==> src/core/acf_pkg.sv <==
// Shared constants and types for the asynchronous character framer.
// Assumes a single 200 MHz clock and a synchronous active-high reset.
package acf_pkg;

    // =====================================================
    // Clock and framing constants
    // =====================================================
    localparam int unsigned ACF_CLOCK_HZ = 200_000_000;
    localparam int unsigned ACF_BAUD_DEFAULT = 115_200;
    localparam int unsigned ACF_DIV_W = 16;
    localparam int unsigned ACF_OVERSAMPLE = 16;
    localparam logic [4:0] ACF_OS_LAST = 5'h0f;
    localparam logic [4:0] ACF_OS_MID = 5'h07;
    localparam logic [4:0] ACF_OS_HALF_LAST = 5'h07;
    localparam logic [4:0] ACF_OS_1P5_LAST = 5'h17;
    localparam logic [3:0] ACF_DATA_BASE = 4'h5;
    localparam logic ACF_MARK = 1'b1;
    localparam logic ACF_SPACE = 1'b0;

    // =====================================================
    // Configuration encodings
    // =====================================================
    typedef enum logic [1:0] {
        ACF_PAR_NONE = 2'h0,
        ACF_PAR_EVEN = 2'h1,
        ACF_PAR_ODD = 2'h2
    } acf_parity_t;

    typedef enum logic [1:0] {
        ACF_STOP_1 = 2'h0,
        ACF_STOP_1P5 = 2'h1,
        ACF_STOP_2 = 2'h2
    } acf_stop_t;

    // =====================================================
    // Frame sequencer states, shared by both directions
    // =====================================================
    typedef enum logic [4:0] {
        ACF_IDLE = 5'b0_0001,
        ACF_START = 5'b0_0010,
        ACF_DATA = 5'b0_0100,
        ACF_PARITY = 5'b0_1000,
        ACF_STOP = 5'b1_0000
    } acf_state_t;

endpackage

==> src/core/acf_rx.sv <==
// Receiver half of the asynchronous character framer.
// Assumes serial_in is already synchronised and tick is a 16x bit-rate enable.
module acf_rx (
    input wire logic clock,
    input wire logic srst,
    input wire logic tick,
    input wire logic serial_in,
    input wire logic [1:0] data_bits,
    input wire acf_pkg::acf_parity_t parity_mode,
    output logic [7:0] rx_data,
    output logic rx_valid,
    output logic rx_parity_error,
    output logic rx_framing_error
);

    // =====================================================
    // State
    // =====================================================
    acf_pkg::acf_state_t state, next_state;
    logic [4:0] os, next_os;
    logic [2:0] bit_idx, next_bit_idx;
    logic [7:0] shift, next_shift;
    logic par_acc, next_par_acc;
    logic par_err, next_par_err;
    logic [7:0] next_rx_data;
    logic next_rx_valid, next_rx_parity_error, next_rx_framing_error;
    logic [3:0] nbits;
    logic mid;

    assign nbits = acf_pkg::ACF_DATA_BASE + {2'b00, data_bits};
    assign mid = tick && (os == acf_pkg::ACF_OS_MID);

    // =====================================================
    // Next-state logic
    // =====================================================
    always_comb begin
        next_state = state;
        next_os = os;
        next_bit_idx = bit_idx;
        next_shift = shift;
        next_par_acc = par_acc;
        next_par_err = par_err;
        next_rx_data = rx_data;
        next_rx_valid = 1'b0;
        next_rx_parity_error = 1'b0;
        next_rx_framing_error = 1'b0;
        if (tick && state != acf_pkg::ACF_IDLE) begin
            next_os = (os == acf_pkg::ACF_OS_LAST) ? 5'h00 : os + 5'h01;
        end
        case (state)
            acf_pkg::ACF_IDLE: begin
                if (tick && serial_in == acf_pkg::ACF_SPACE) begin
                    next_state = acf_pkg::ACF_START;
                    next_os = 5'h01;
                end
            end
            acf_pkg::ACF_START: begin
                // Glitch rejection: a start bit must still be low at its centre.
                if (mid) begin
                    if (serial_in != acf_pkg::ACF_SPACE) begin
                        next_state = acf_pkg::ACF_IDLE;
                        next_os = 5'h00;
                    end else begin
                        next_state = acf_pkg::ACF_DATA;
                        next_os = acf_pkg::ACF_OS_MID + 5'h01;
                        next_bit_idx = 3'h0;
                        next_shift = 8'h00;
                        next_par_acc = 1'b0;
                        next_par_err = 1'b0;
                    end
                end
            end
            acf_pkg::ACF_DATA: begin
                if (mid) begin
                    next_shift = {serial_in, shift[7:1]}; // [RL2] [RL9]
                    next_par_acc = par_acc ^ serial_in;
                    if ({1'b0, bit_idx} == nbits - 4'h1) begin // [RL4]
                        next_state = (parity_mode == acf_pkg::ACF_PAR_NONE) ?
                            acf_pkg::ACF_STOP : acf_pkg::ACF_PARITY; // [RL7]
                    end else begin
                        next_bit_idx = bit_idx + 3'h1;
                    end
                end
            end
            acf_pkg::ACF_PARITY: begin
                if (mid) begin
                    next_par_err = (par_acc ^ serial_in) !=
                        (parity_mode == acf_pkg::ACF_PAR_ODD); // [RL10]
                    next_state = acf_pkg::ACF_STOP;
                end
            end
            acf_pkg::ACF_STOP: begin
                // Only the first stop bit is checked so back-to-back frames resync early.
                if (mid) begin
                    next_state = acf_pkg::ACF_IDLE;
                    next_os = 5'h00;
                    next_rx_data = shift >> (4'h8 - nbits); // [RL2] [RL4]
                    next_rx_valid = 1'b1;
                    next_rx_parity_error = par_err; // [RL10]
                    next_rx_framing_error = serial_in != acf_pkg::ACF_MARK; // [RL10]
                end
            end
            default: begin
                next_state = acf_pkg::ACF_IDLE;
            end
        endcase
    end

    // =====================================================
    // Registers
    // =====================================================
    always_ff @(posedge clock) begin
        if (srst) begin
            state <= acf_pkg::ACF_IDLE;
            os <= 5'h00;
            bit_idx <= 3'h0;
            shift <= 8'h00;
            par_acc <= 1'b0;
            par_err <= 1'b0;
            rx_data <= 8'h00;
            rx_valid <= 1'b0;
            rx_parity_error <= 1'b0;
            rx_framing_error <= 1'b0;
        end else begin
            state <= next_state;
            os <= next_os;
            bit_idx <= next_bit_idx;
            shift <= next_shift;
            par_acc <= next_par_acc;
            par_err <= next_par_err;
            rx_data <= next_rx_data;
            rx_valid <= next_rx_valid;
            rx_parity_error <= next_rx_parity_error;
            rx_framing_error <= next_rx_framing_error;
        end
    end

endmodule

==> src/core/acf_framer.sv <==
// Top of the asynchronous character framer: baud divider, transmitter, receiver.
// Assumes one 200 MHz clock, synchronous reset, serial_in arriving from a pin.
// Assumes the framing inputs are held steady while a character is in flight.
// Assumes the far end uses the same divisor, data length, parity and stop settings.
//
// Functional notes
// RL1: Transmit character bits serially on one line.
// RL2: Receiver reassembles serial bits into characters.
// RL3: Each character starts with one start bit.
// RL4: Five to eight data bits, both directions.
// RL5: Stop period of 1, 1.5 or 2 bits.
// RL6: Parity bit follows data, precedes stop.
// RL7: Parity selects even, odd or none.
// RL8: Both link ends share identical framing settings.
// RL9: LSB first; idle mark; start is space.
// RL10: Flag parity errors and low stop bits.
module acf_framer (
    input wire logic clock,
    input wire logic srst,
    input wire logic [15:0] baud_divisor,
    input wire logic [1:0] data_bits,
    input wire acf_pkg::acf_parity_t parity_mode,
    input wire acf_pkg::acf_stop_t stop_mode,
    input wire logic [7:0] tx_data,
    input wire logic tx_valid,
    output logic tx_ready,
    output logic serial_out,
    input wire logic serial_in,
    output logic [7:0] rx_data,
    output logic rx_valid,
    output logic rx_parity_error,
    output logic rx_framing_error
);

    // =====================================================
    // Oversampling tick divider
    // =====================================================
    // One divisor serves both directions, so the transmitter and receiver run at the same rate.
    // The divider runs free, so the first bit of a frame may be up to one tick short.
    logic [15:0] div_cnt, next_div_cnt;
    logic tick;

    assign tick = (div_cnt == 16'h0000); // [RL8]

    always_comb begin
        next_div_cnt = tick ? baud_divisor : div_cnt - 16'h0001;
    end

    always_ff @(posedge clock) begin
        if (srst) begin
            div_cnt <= 16'h0000;
        end else begin
            div_cnt <= next_div_cnt;
        end
    end

    // =====================================================
    // Input synchroniser
    // =====================================================
    // Only the second flop is read, so a metastable first stage never reaches the receiver.
    logic rx_meta, rx_sync;
    logic next_rx_meta, next_rx_sync;

    always_comb begin
        next_rx_meta = serial_in;
        next_rx_sync = rx_meta;
    end

    always_ff @(posedge clock) begin
        if (srst) begin
            rx_meta <= acf_pkg::ACF_MARK;
            rx_sync <= acf_pkg::ACF_MARK;
        end else begin
            rx_meta <= next_rx_meta;
            rx_sync <= next_rx_sync;
        end
    end

    // =====================================================
    // Transmitter
    // =====================================================
    acf_pkg::acf_state_t tx_state, next_tx_state;
    logic [4:0] tx_os, next_tx_os;
    logic [2:0] tx_idx, next_tx_idx;
    logic [7:0] tx_shift, next_tx_shift;
    logic tx_par, next_tx_par;
    logic stop_second, next_stop_second;
    logic next_serial_out;
    logic [3:0] tx_nbits;
    logic bit_end;

    assign tx_nbits = acf_pkg::ACF_DATA_BASE + {2'b00, data_bits};
    assign bit_end = tick && (tx_os == acf_pkg::ACF_OS_LAST);
    // Requests while busy are ignored without notice; the source must wait for ready.
    assign tx_ready = (tx_state == acf_pkg::ACF_IDLE);

    // =====================================================
    // Transmit bit timer
    // =====================================================
    // Held at zero while idle, so every start bit counts its ticks from a clean origin.
    always_comb begin
        if (tx_state == acf_pkg::ACF_IDLE || bit_end) begin
            next_tx_os = 5'h00;
        end else if (tick) begin
            next_tx_os = tx_os + 5'h01;
        end else begin
            next_tx_os = tx_os;
        end
    end

    always_ff @(posedge clock) begin
        if (srst) begin
            tx_os <= 5'h00;
        end else begin
            tx_os <= next_tx_os;
        end
    end

    // =====================================================
    // Transmit sequencer
    // =====================================================
    always_comb begin
        next_tx_state = tx_state;
        next_tx_idx = tx_idx;
        next_tx_shift = tx_shift;
        next_tx_par = tx_par;
        next_stop_second = stop_second;
        next_serial_out = serial_out;
        case (tx_state)
            acf_pkg::ACF_IDLE: begin
                next_serial_out = acf_pkg::ACF_MARK; // [RL9]
                if (tx_valid) begin
                    next_tx_state = acf_pkg::ACF_START;
                    next_tx_shift = tx_data;
                    // The unused parity code falls back to even, matching the receiver.
                    next_tx_par = (parity_mode == acf_pkg::ACF_PAR_ODD); // [RL7]
                    next_tx_idx = 3'h0;
                    next_stop_second = 1'b0;
                    next_serial_out = acf_pkg::ACF_SPACE; // [RL3] [RL9]
                end
            end
            acf_pkg::ACF_START: begin
                if (bit_end) begin
                    next_tx_state = acf_pkg::ACF_DATA;
                    next_serial_out = tx_shift[0]; // [RL1] [RL9]
                end
            end
            acf_pkg::ACF_DATA: begin
                if (bit_end) begin
                    next_tx_par = tx_par ^ tx_shift[0];
                    next_tx_shift = {1'b0, tx_shift[7:1]};
                    if ({1'b0, tx_idx} == tx_nbits - 4'h1) begin // [RL4]
                        if (parity_mode == acf_pkg::ACF_PAR_NONE) begin // [RL7]
                            next_tx_state = acf_pkg::ACF_STOP;
                            next_serial_out = acf_pkg::ACF_MARK;
                        end else begin
                            next_tx_state = acf_pkg::ACF_PARITY;
                            next_serial_out = tx_par ^ tx_shift[0]; // [RL6]
                        end
                    end else begin
                        next_tx_idx = tx_idx + 3'h1;
                        next_serial_out = tx_shift[1]; // [RL1]
                    end
                end
            end
            acf_pkg::ACF_PARITY: begin
                if (bit_end) begin
                    next_tx_state = acf_pkg::ACF_STOP; // [RL6]
                    next_serial_out = acf_pkg::ACF_MARK;
                end
            end
            acf_pkg::ACF_STOP: begin
                // The half bit of a 1.5 stop is timed by the oversample counter.
                next_serial_out = acf_pkg::ACF_MARK;
                if (tick && !stop_second && tx_os == acf_pkg::ACF_OS_LAST) begin
                    if (stop_mode == acf_pkg::ACF_STOP_1) begin // [RL5]
                        next_tx_state = acf_pkg::ACF_IDLE;
                    end else begin
                        next_stop_second = 1'b1;
                    end
                end else if (tick && stop_second) begin
                    if ((stop_mode == acf_pkg::ACF_STOP_1P5 && tx_os == acf_pkg::ACF_OS_HALF_LAST) ||
                        (stop_mode != acf_pkg::ACF_STOP_1P5 && tx_os == acf_pkg::ACF_OS_LAST)) begin // [RL5]
                        next_tx_state = acf_pkg::ACF_IDLE;
                    end
                end
            end
            default: begin
                next_tx_state = acf_pkg::ACF_IDLE;
            end
        endcase
    end

    always_ff @(posedge clock) begin
        if (srst) begin
            tx_state <= acf_pkg::ACF_IDLE;
            tx_idx <= 3'h0;
            tx_shift <= 8'h00;
            tx_par <= 1'b0;
            stop_second <= 1'b0;
            serial_out <= acf_pkg::ACF_MARK;
        end else begin
            tx_state <= next_tx_state;
            tx_idx <= next_tx_idx;
            tx_shift <= next_tx_shift;
            tx_par <= next_tx_par;
            stop_second <= next_stop_second;
            serial_out <= next_serial_out;
        end
    end

    // =====================================================
    // Receiver
    // =====================================================
    // The receiver shares the tick, so its bit rate always matches the transmitter.
    acf_rx u_rx (
        .clock(clock),
        .srst(srst),
        .tick(tick),
        .serial_in(rx_sync),
        .data_bits(data_bits),
        .parity_mode(parity_mode),
        .rx_data(rx_data),
        .rx_valid(rx_valid),
        .rx_parity_error(rx_parity_error),
        .rx_framing_error(rx_framing_error)
    );

endmodule

==> config.mk <==
export PLATFORM = sky130hd
export DESIGN_NAME = acf_framer
export DESIGN_NICKNAME = d
export VERILOG_FILES = /design/src/core/acf_pkg.sv /design/src/core/acf_rx.sv /design/src/core/acf_framer.sv
export SDC_FILE = /design/constraint.sdc
export NUM_CORES = 1
export LEC_CHECK = 0
export BUFFER_PORTS_ARGS = -buffer_cell sky130_fd_sc_hd__buf_2
export CORE_ASPECT_RATIO = 2
export CORE_MARGIN = 4
export CORE_UTILIZATION = 45
export CTS_BUF_LIST = sky130_fd_sc_hd__clkbuf_16
export DETAILED_ROUTE_END_ITERATION = 8
export PLACE_DENSITY = 0.71
export SETUP_SLACK_MARGIN = 0.2
export SYNTH_ARGS = -nofsm -noshare
export SYNTH_HDL_FRONTEND = slang
export SYNTH_SLANG_ARGS = --single-unit
==> constraint.sdc <==
create_clock -name clock -period 3.7 [get_ports clock]
set_input_delay 0.37 -clock clock [delete_from_list [all_inputs] [get_ports clock]]
set_output_delay 0.37 -clock clock [all_outputs]
set_load 0.03 [all_outputs]
==> impl_results.rst <==
.. list-table::
   :header-rows: 1

   * - Metric
     - Value
   * - Number of buffers inserted for hold repair after clock tree synthesis
     - 0
   * - Largest net degree at the start of global routing
     - 58
   * - Biggest area consumer among synthesized cells
     - sky130_fd_sc_hd__dfxtp_1
   * - Status
     - completed
   * - Area fraction of the dominant cell type after synthesis
     - 38.12%
   * - Number of placed I/O pins
     - 47
   * - Pre-CTS worst setup slack
     - 1.003 ns
   * - Reg-to-reg endpoint
     - tx_shift[4]
   * - Vias in the first global route
     - 3664
   * - Area overhead of the layout relative to synthesis
     - 15.02%
   * - Cell types occupying the most area after synthesis
     - sky130_fd_sc_hd__dfxtp_1 38%, sky130_fd_sc_hd__nor2_1 6.5%, sky130_fd_sc_hd__a21oi_1 4.5%, sky130_fd_sc_hd__nand2_1 4.5%, sky130_fd_sc_hd__xnor2_1 4.2%
   * - Largest fanout on the critical path
     - 15
   * - Setup TNS after final layout
     - 0 ns
   * - Detailed placer's ending HPWL
     - 7135 microns
   * - Placeable core area
     - 0.008648 sq mm
   * - Final standard cell utilization of the core
     - 53.08%
   * - Wirelength per Cell
     - 15.72 microns
   * - TritonCTS clock tree
     - yes
   * - Count of antenna-violating nets left after detailed routing
     - 0
   * - Cell-by-cell listing of the critical path
     - inv_1 > ha_1 > nor4b_1 > and4_1 > nand2_1 > o21ai_1 > nor2_1 > a211oi_1
   * - Number of buffers inserted to repair setup after CTS
     - 0
   * - Critical Path End Type
     - flip-flop
   * - Worst min-delay path class
     - in -> reg
   * - Total of cells resized after clock tree synthesis
     - 0
   * - DIE HEIGHT
     - 141.2 microns
   * - Critical Path Max Stage Delay
     - 0.77 ns
   * - Summed instance area of the synthesized netlist
     - 0.003991 sq mm
   * - Power after layout
     - 3.178 mW
   * - PortBufs
     - 46
   * - Global route overflow
     - 0
   * - Initial antenna violation count
     - 0
   * - Final Skew
     - 0.004700 ns
   * - Actual slew at the worst max-slew pin
     - 1.112 ns
   * - Power per cell area
     - 692.2 mW/mm^2
   * - CTS Buf Count
     - 9
   * - Detailed-route wire length
     - 9731 microns
   * - Register cell area after layout
     - 0.001521 sq mm
   * - CTS root buf
     - sky130_fd_sc_hd__clkbuf_16
   * - IR Drop Worst-Case VDD
     - 407.4 uV
   * - Die width
     - 74.60 microns
   * - Total routing resource utilization after global routing
     - 19.69%
   * - First-iteration detailed-routing DRC count
     - 166
   * - Fraction of final layout cells with drive strength greater than 1
     - 15.80%
   * - Number of synthesized flops with an enable pin
     - 0
   * - Max-capacitance violation count
     - 0
   * - Remaining routing DRC violations
     - 0
   * - Flop2flop setup slack
     - 0.94 ns
   * - Share of async-settable or async-resettable flops after synthesis
     - 0%
   * - Leading post-synthesis cells by instance count
     - 76 x sky130_fd_sc_hd__dfxtp_1, 69 x sky130_fd_sc_hd__nor2_1, 48 x sky130_fd_sc_hd__nand2_1, 36 x sky130_fd_sc_hd__a21oi_1, 22 x sky130_fd_sc_hd__clkbuf_1
   * - Total iterations of the first detailed-routing run
     - 4
   * - Startpoint of the worst register-to-register path
     - div_cnt[0]
   * - Post-layout minimum cycle time
     - 2.765 ns
   * - Final hold vios
     - 0
   * - Final count of negative-setup-slack endpoints
     - 0
   * - Final-stage net count
     - 554
   * - Hold EP
     - next_rx_sync
   * - Sort of element at the start of the critical path
     - flip-flop
   * - Unrepaired setup endpoints after global routing
     - no
   * - Part of the Yosys area used for sequential elements
     - 38.12%
   * - Least setup slack across all paths after layout
     - 0.9355 ns
   * - Clock network latency to the later pin of the worst-skew pair
     - 0.34 ns
   * - Initial Util
     - 46.15%
   * - Number of rows in the core area
     - 48
   * - Mapped Avg Cell Area
     - 8.247 sq um
   * - Depth of the CTS H-tree
     - 3
   * - Clock Sinks
     - 76
   * - R2R cell count
     - 8
   * - Count of distinct cell types in the synthesized netlist
     - 59
   * - Flip-flop cell with the highest count after synthesis
     - sky130_fd_sc_hd__dfxtp_1
   * - Inserted Diodes
     - 0
   * - Required time of the worst setup path
     - 3.94 ns
   * - Ratio of final minimum period to clock period
     - 74.72%
   * - Flip-flop and latch count after synthesis
     - 76
   * - Layout fillers
     - 825
   * - CTS Buffer Depth
     - 2
   * - Critical setup path kind
     - reg -> reg
   * - Worst path slowest cell
     - sky130_fd_sc_hd__o21ai_1
   * - Max Transition Viols Final
     - 0
   * - Area of the die
     - 0.01053 sq mm
   * - First-pass GRT wire length
     - 16240 microns
   * - Number of warnings printed during yosys synthesis
     - 0
   * - Rel. slew slack
     - 25.11%
   * - Count of mapped cells out of synthesis
     - 484
   * - Net count after synthesis
     - 524
   * - Clock-pin slew on the worst setup and hold paths
     - 0.06 ns
   * - Area taken by multi-input logic gates
     - 0.002291 sq mm
   * - Worst Hold Launch
     - serial_in
   * - Static leakage
     - 1.804 nW
   * - Via density
     - 5.890
   * - WP data arrival
     - 3.01 ns
   * - Placer congestion estimate
     - 0.9303
   * - Min-Delay Path Depth
     - 2
   * - Count leader, synth
     - sky130_fd_sc_hd__dfxtp_1
   * - Maximum frequency from static timing analysis
     - 361.7 MHz
   * - Vias
     - 3646
stage by stage:
| step | cells | instance area, sq um | hold WS (ns) |
|---|---|---|---|
| floorplan | 484 | 3991 | 0.3895 |
| detailed placement | 603 | 4228 | 0.4001 |
| finish | 619 | 4591 | 0.2221 |
| global placement | 603 | 4228 | 0.3984 |
| global route | 619 | 4591 | 0.2253 |
| CTS | 619 | 4591 | 0.2172 |
routing by layer:
layer	global-route usage [%]	vias up	part of all wire, %
li1	-	1794	-
met1	19.62	1720	36
met3	4.568	30	4.5
met4	11.54	0	4.1
met2	35.36	102	55
met5	0	-	0
kinds of logic after synthesis:
| logic type | after synthesis | synth area share (%) |
|---|---|---|
| AO/OA/AOI/OAI | 103 | 16.33 |
| XOR/XNOR | 24 | 5.266 |
| adder cells (fa/ha/maj) | 6 | 1.881 |
| buffers and inverters | 40 | 4.483 |
| flip-flops | 76 | 38.12 |
| multiplexers | 20 | 6.332 |
| AND/OR/NAND/NOR | 215 | 27.59 |
flip-flops by register name, indices dropped and copies added (netlist names):
register and count:
u_rx.os 5, tx_idx 3, rx_sync 1, u_rx.rx_framing_error 1, tx_state 5, serial_out 1
u_rx.state 5, u_rx.rx_valid 1, tx_os 5, u_rx.rx_data 8, tx_par 1, next_rx_sync 1
stop_second 1, u_rx.rx_parity_error 1, u_rx.par_acc 1, tx_shift 8, div_cnt 16, u_rx.bit_idx 3
u_rx.par_err 1, u_rx.shift 8
cells in the final DEF (no fill, tap or decap), types with 4 or more instances in the layout:
cell,n
sky130_fd_sc_hd__nand3b_1,4
sky130_fd_sc_hd__nor3_1,16
sky130_fd_sc_hd__dfxtp_1,76
sky130_fd_sc_hd__xnor2_1,19
sky130_fd_sc_hd__a211oi_1,20
sky130_fd_sc_hd__mux4_2,4
sky130_fd_sc_hd__nor2_1,69
sky130_fd_sc_hd__nor4_1,6
sky130_fd_sc_hd__a21oi_1,36
sky130_fd_sc_hd__buf_2,46
sky130_fd_sc_hd__clkbuf_16,9
sky130_fd_sc_hd__nand2b_1,6
sky130_fd_sc_hd__nor4b_1,6
sky130_fd_sc_hd__nand4_1,5
sky130_fd_sc_hd__nand3_1,20
sky130_fd_sc_hd__bufinv_16,4
sky130_fd_sc_hd__nand2_1,48
sky130_fd_sc_hd__inv_1,10
sky130_fd_sc_hd__and3_1,4
sky130_fd_sc_hd__ha_1,6
sky130_fd_sc_hd__mux2i_1,14
sky130_fd_sc_hd__nor2b_1,7
sky130_fd_sc_hd__o21ai_0,16
sky130_fd_sc_hd__xor2_1,5
final cells by class:
type,instances,area share (%)
well taps,100,2.726
clock inverters,7,2.998
inverters,10,0.8177
clock buffers,9,4.906
multi-input cells,368,49.90
flip-flops and latches,76,33.14
repair buffers,49,5.506
power breakdown:
| part | switching [mW] | leakage, nW | internal [mW] |
|---|---|---|---|
| Sequential | 0.163 | 0.619 | 0.958 |
| Combinational | 0.603 | 1.01 | 0.396 |
| Clock | 0.333 | 0.177 | 0.725 |
| Total | 1.10 | 1.80 | 2.08 |
worst max-delay path, delay by kind of cell, from the launching register on:
kind	cells	cell delay, ns
AND/OR/NAND/NOR	4	1.06
AO/OA/AOI/OAI	2	1.03
flip-flops	1	0.32
adder cells (fa/ha/maj)	1	0.20
buffers and inverters	1	0.06
worst max-delay path by stage:
stage                    start  slack, ns              end
finish              div_cnt[0]       0.94      tx_shift[4]
global route        div_cnt[0]       0.61      tx_shift[4]
CTS                 div_cnt[0]       0.94      tx_shift[4]
detailed placement  div_cnt[0]       1.00      tx_shift[4]
global placement    div_cnt[0]       1.13      tx_shift[0]
floorplan           div_cnt[0]       1.48  u_rx.rx_data[5]
No activity file was read; power rests on OpenSTA's default activity.
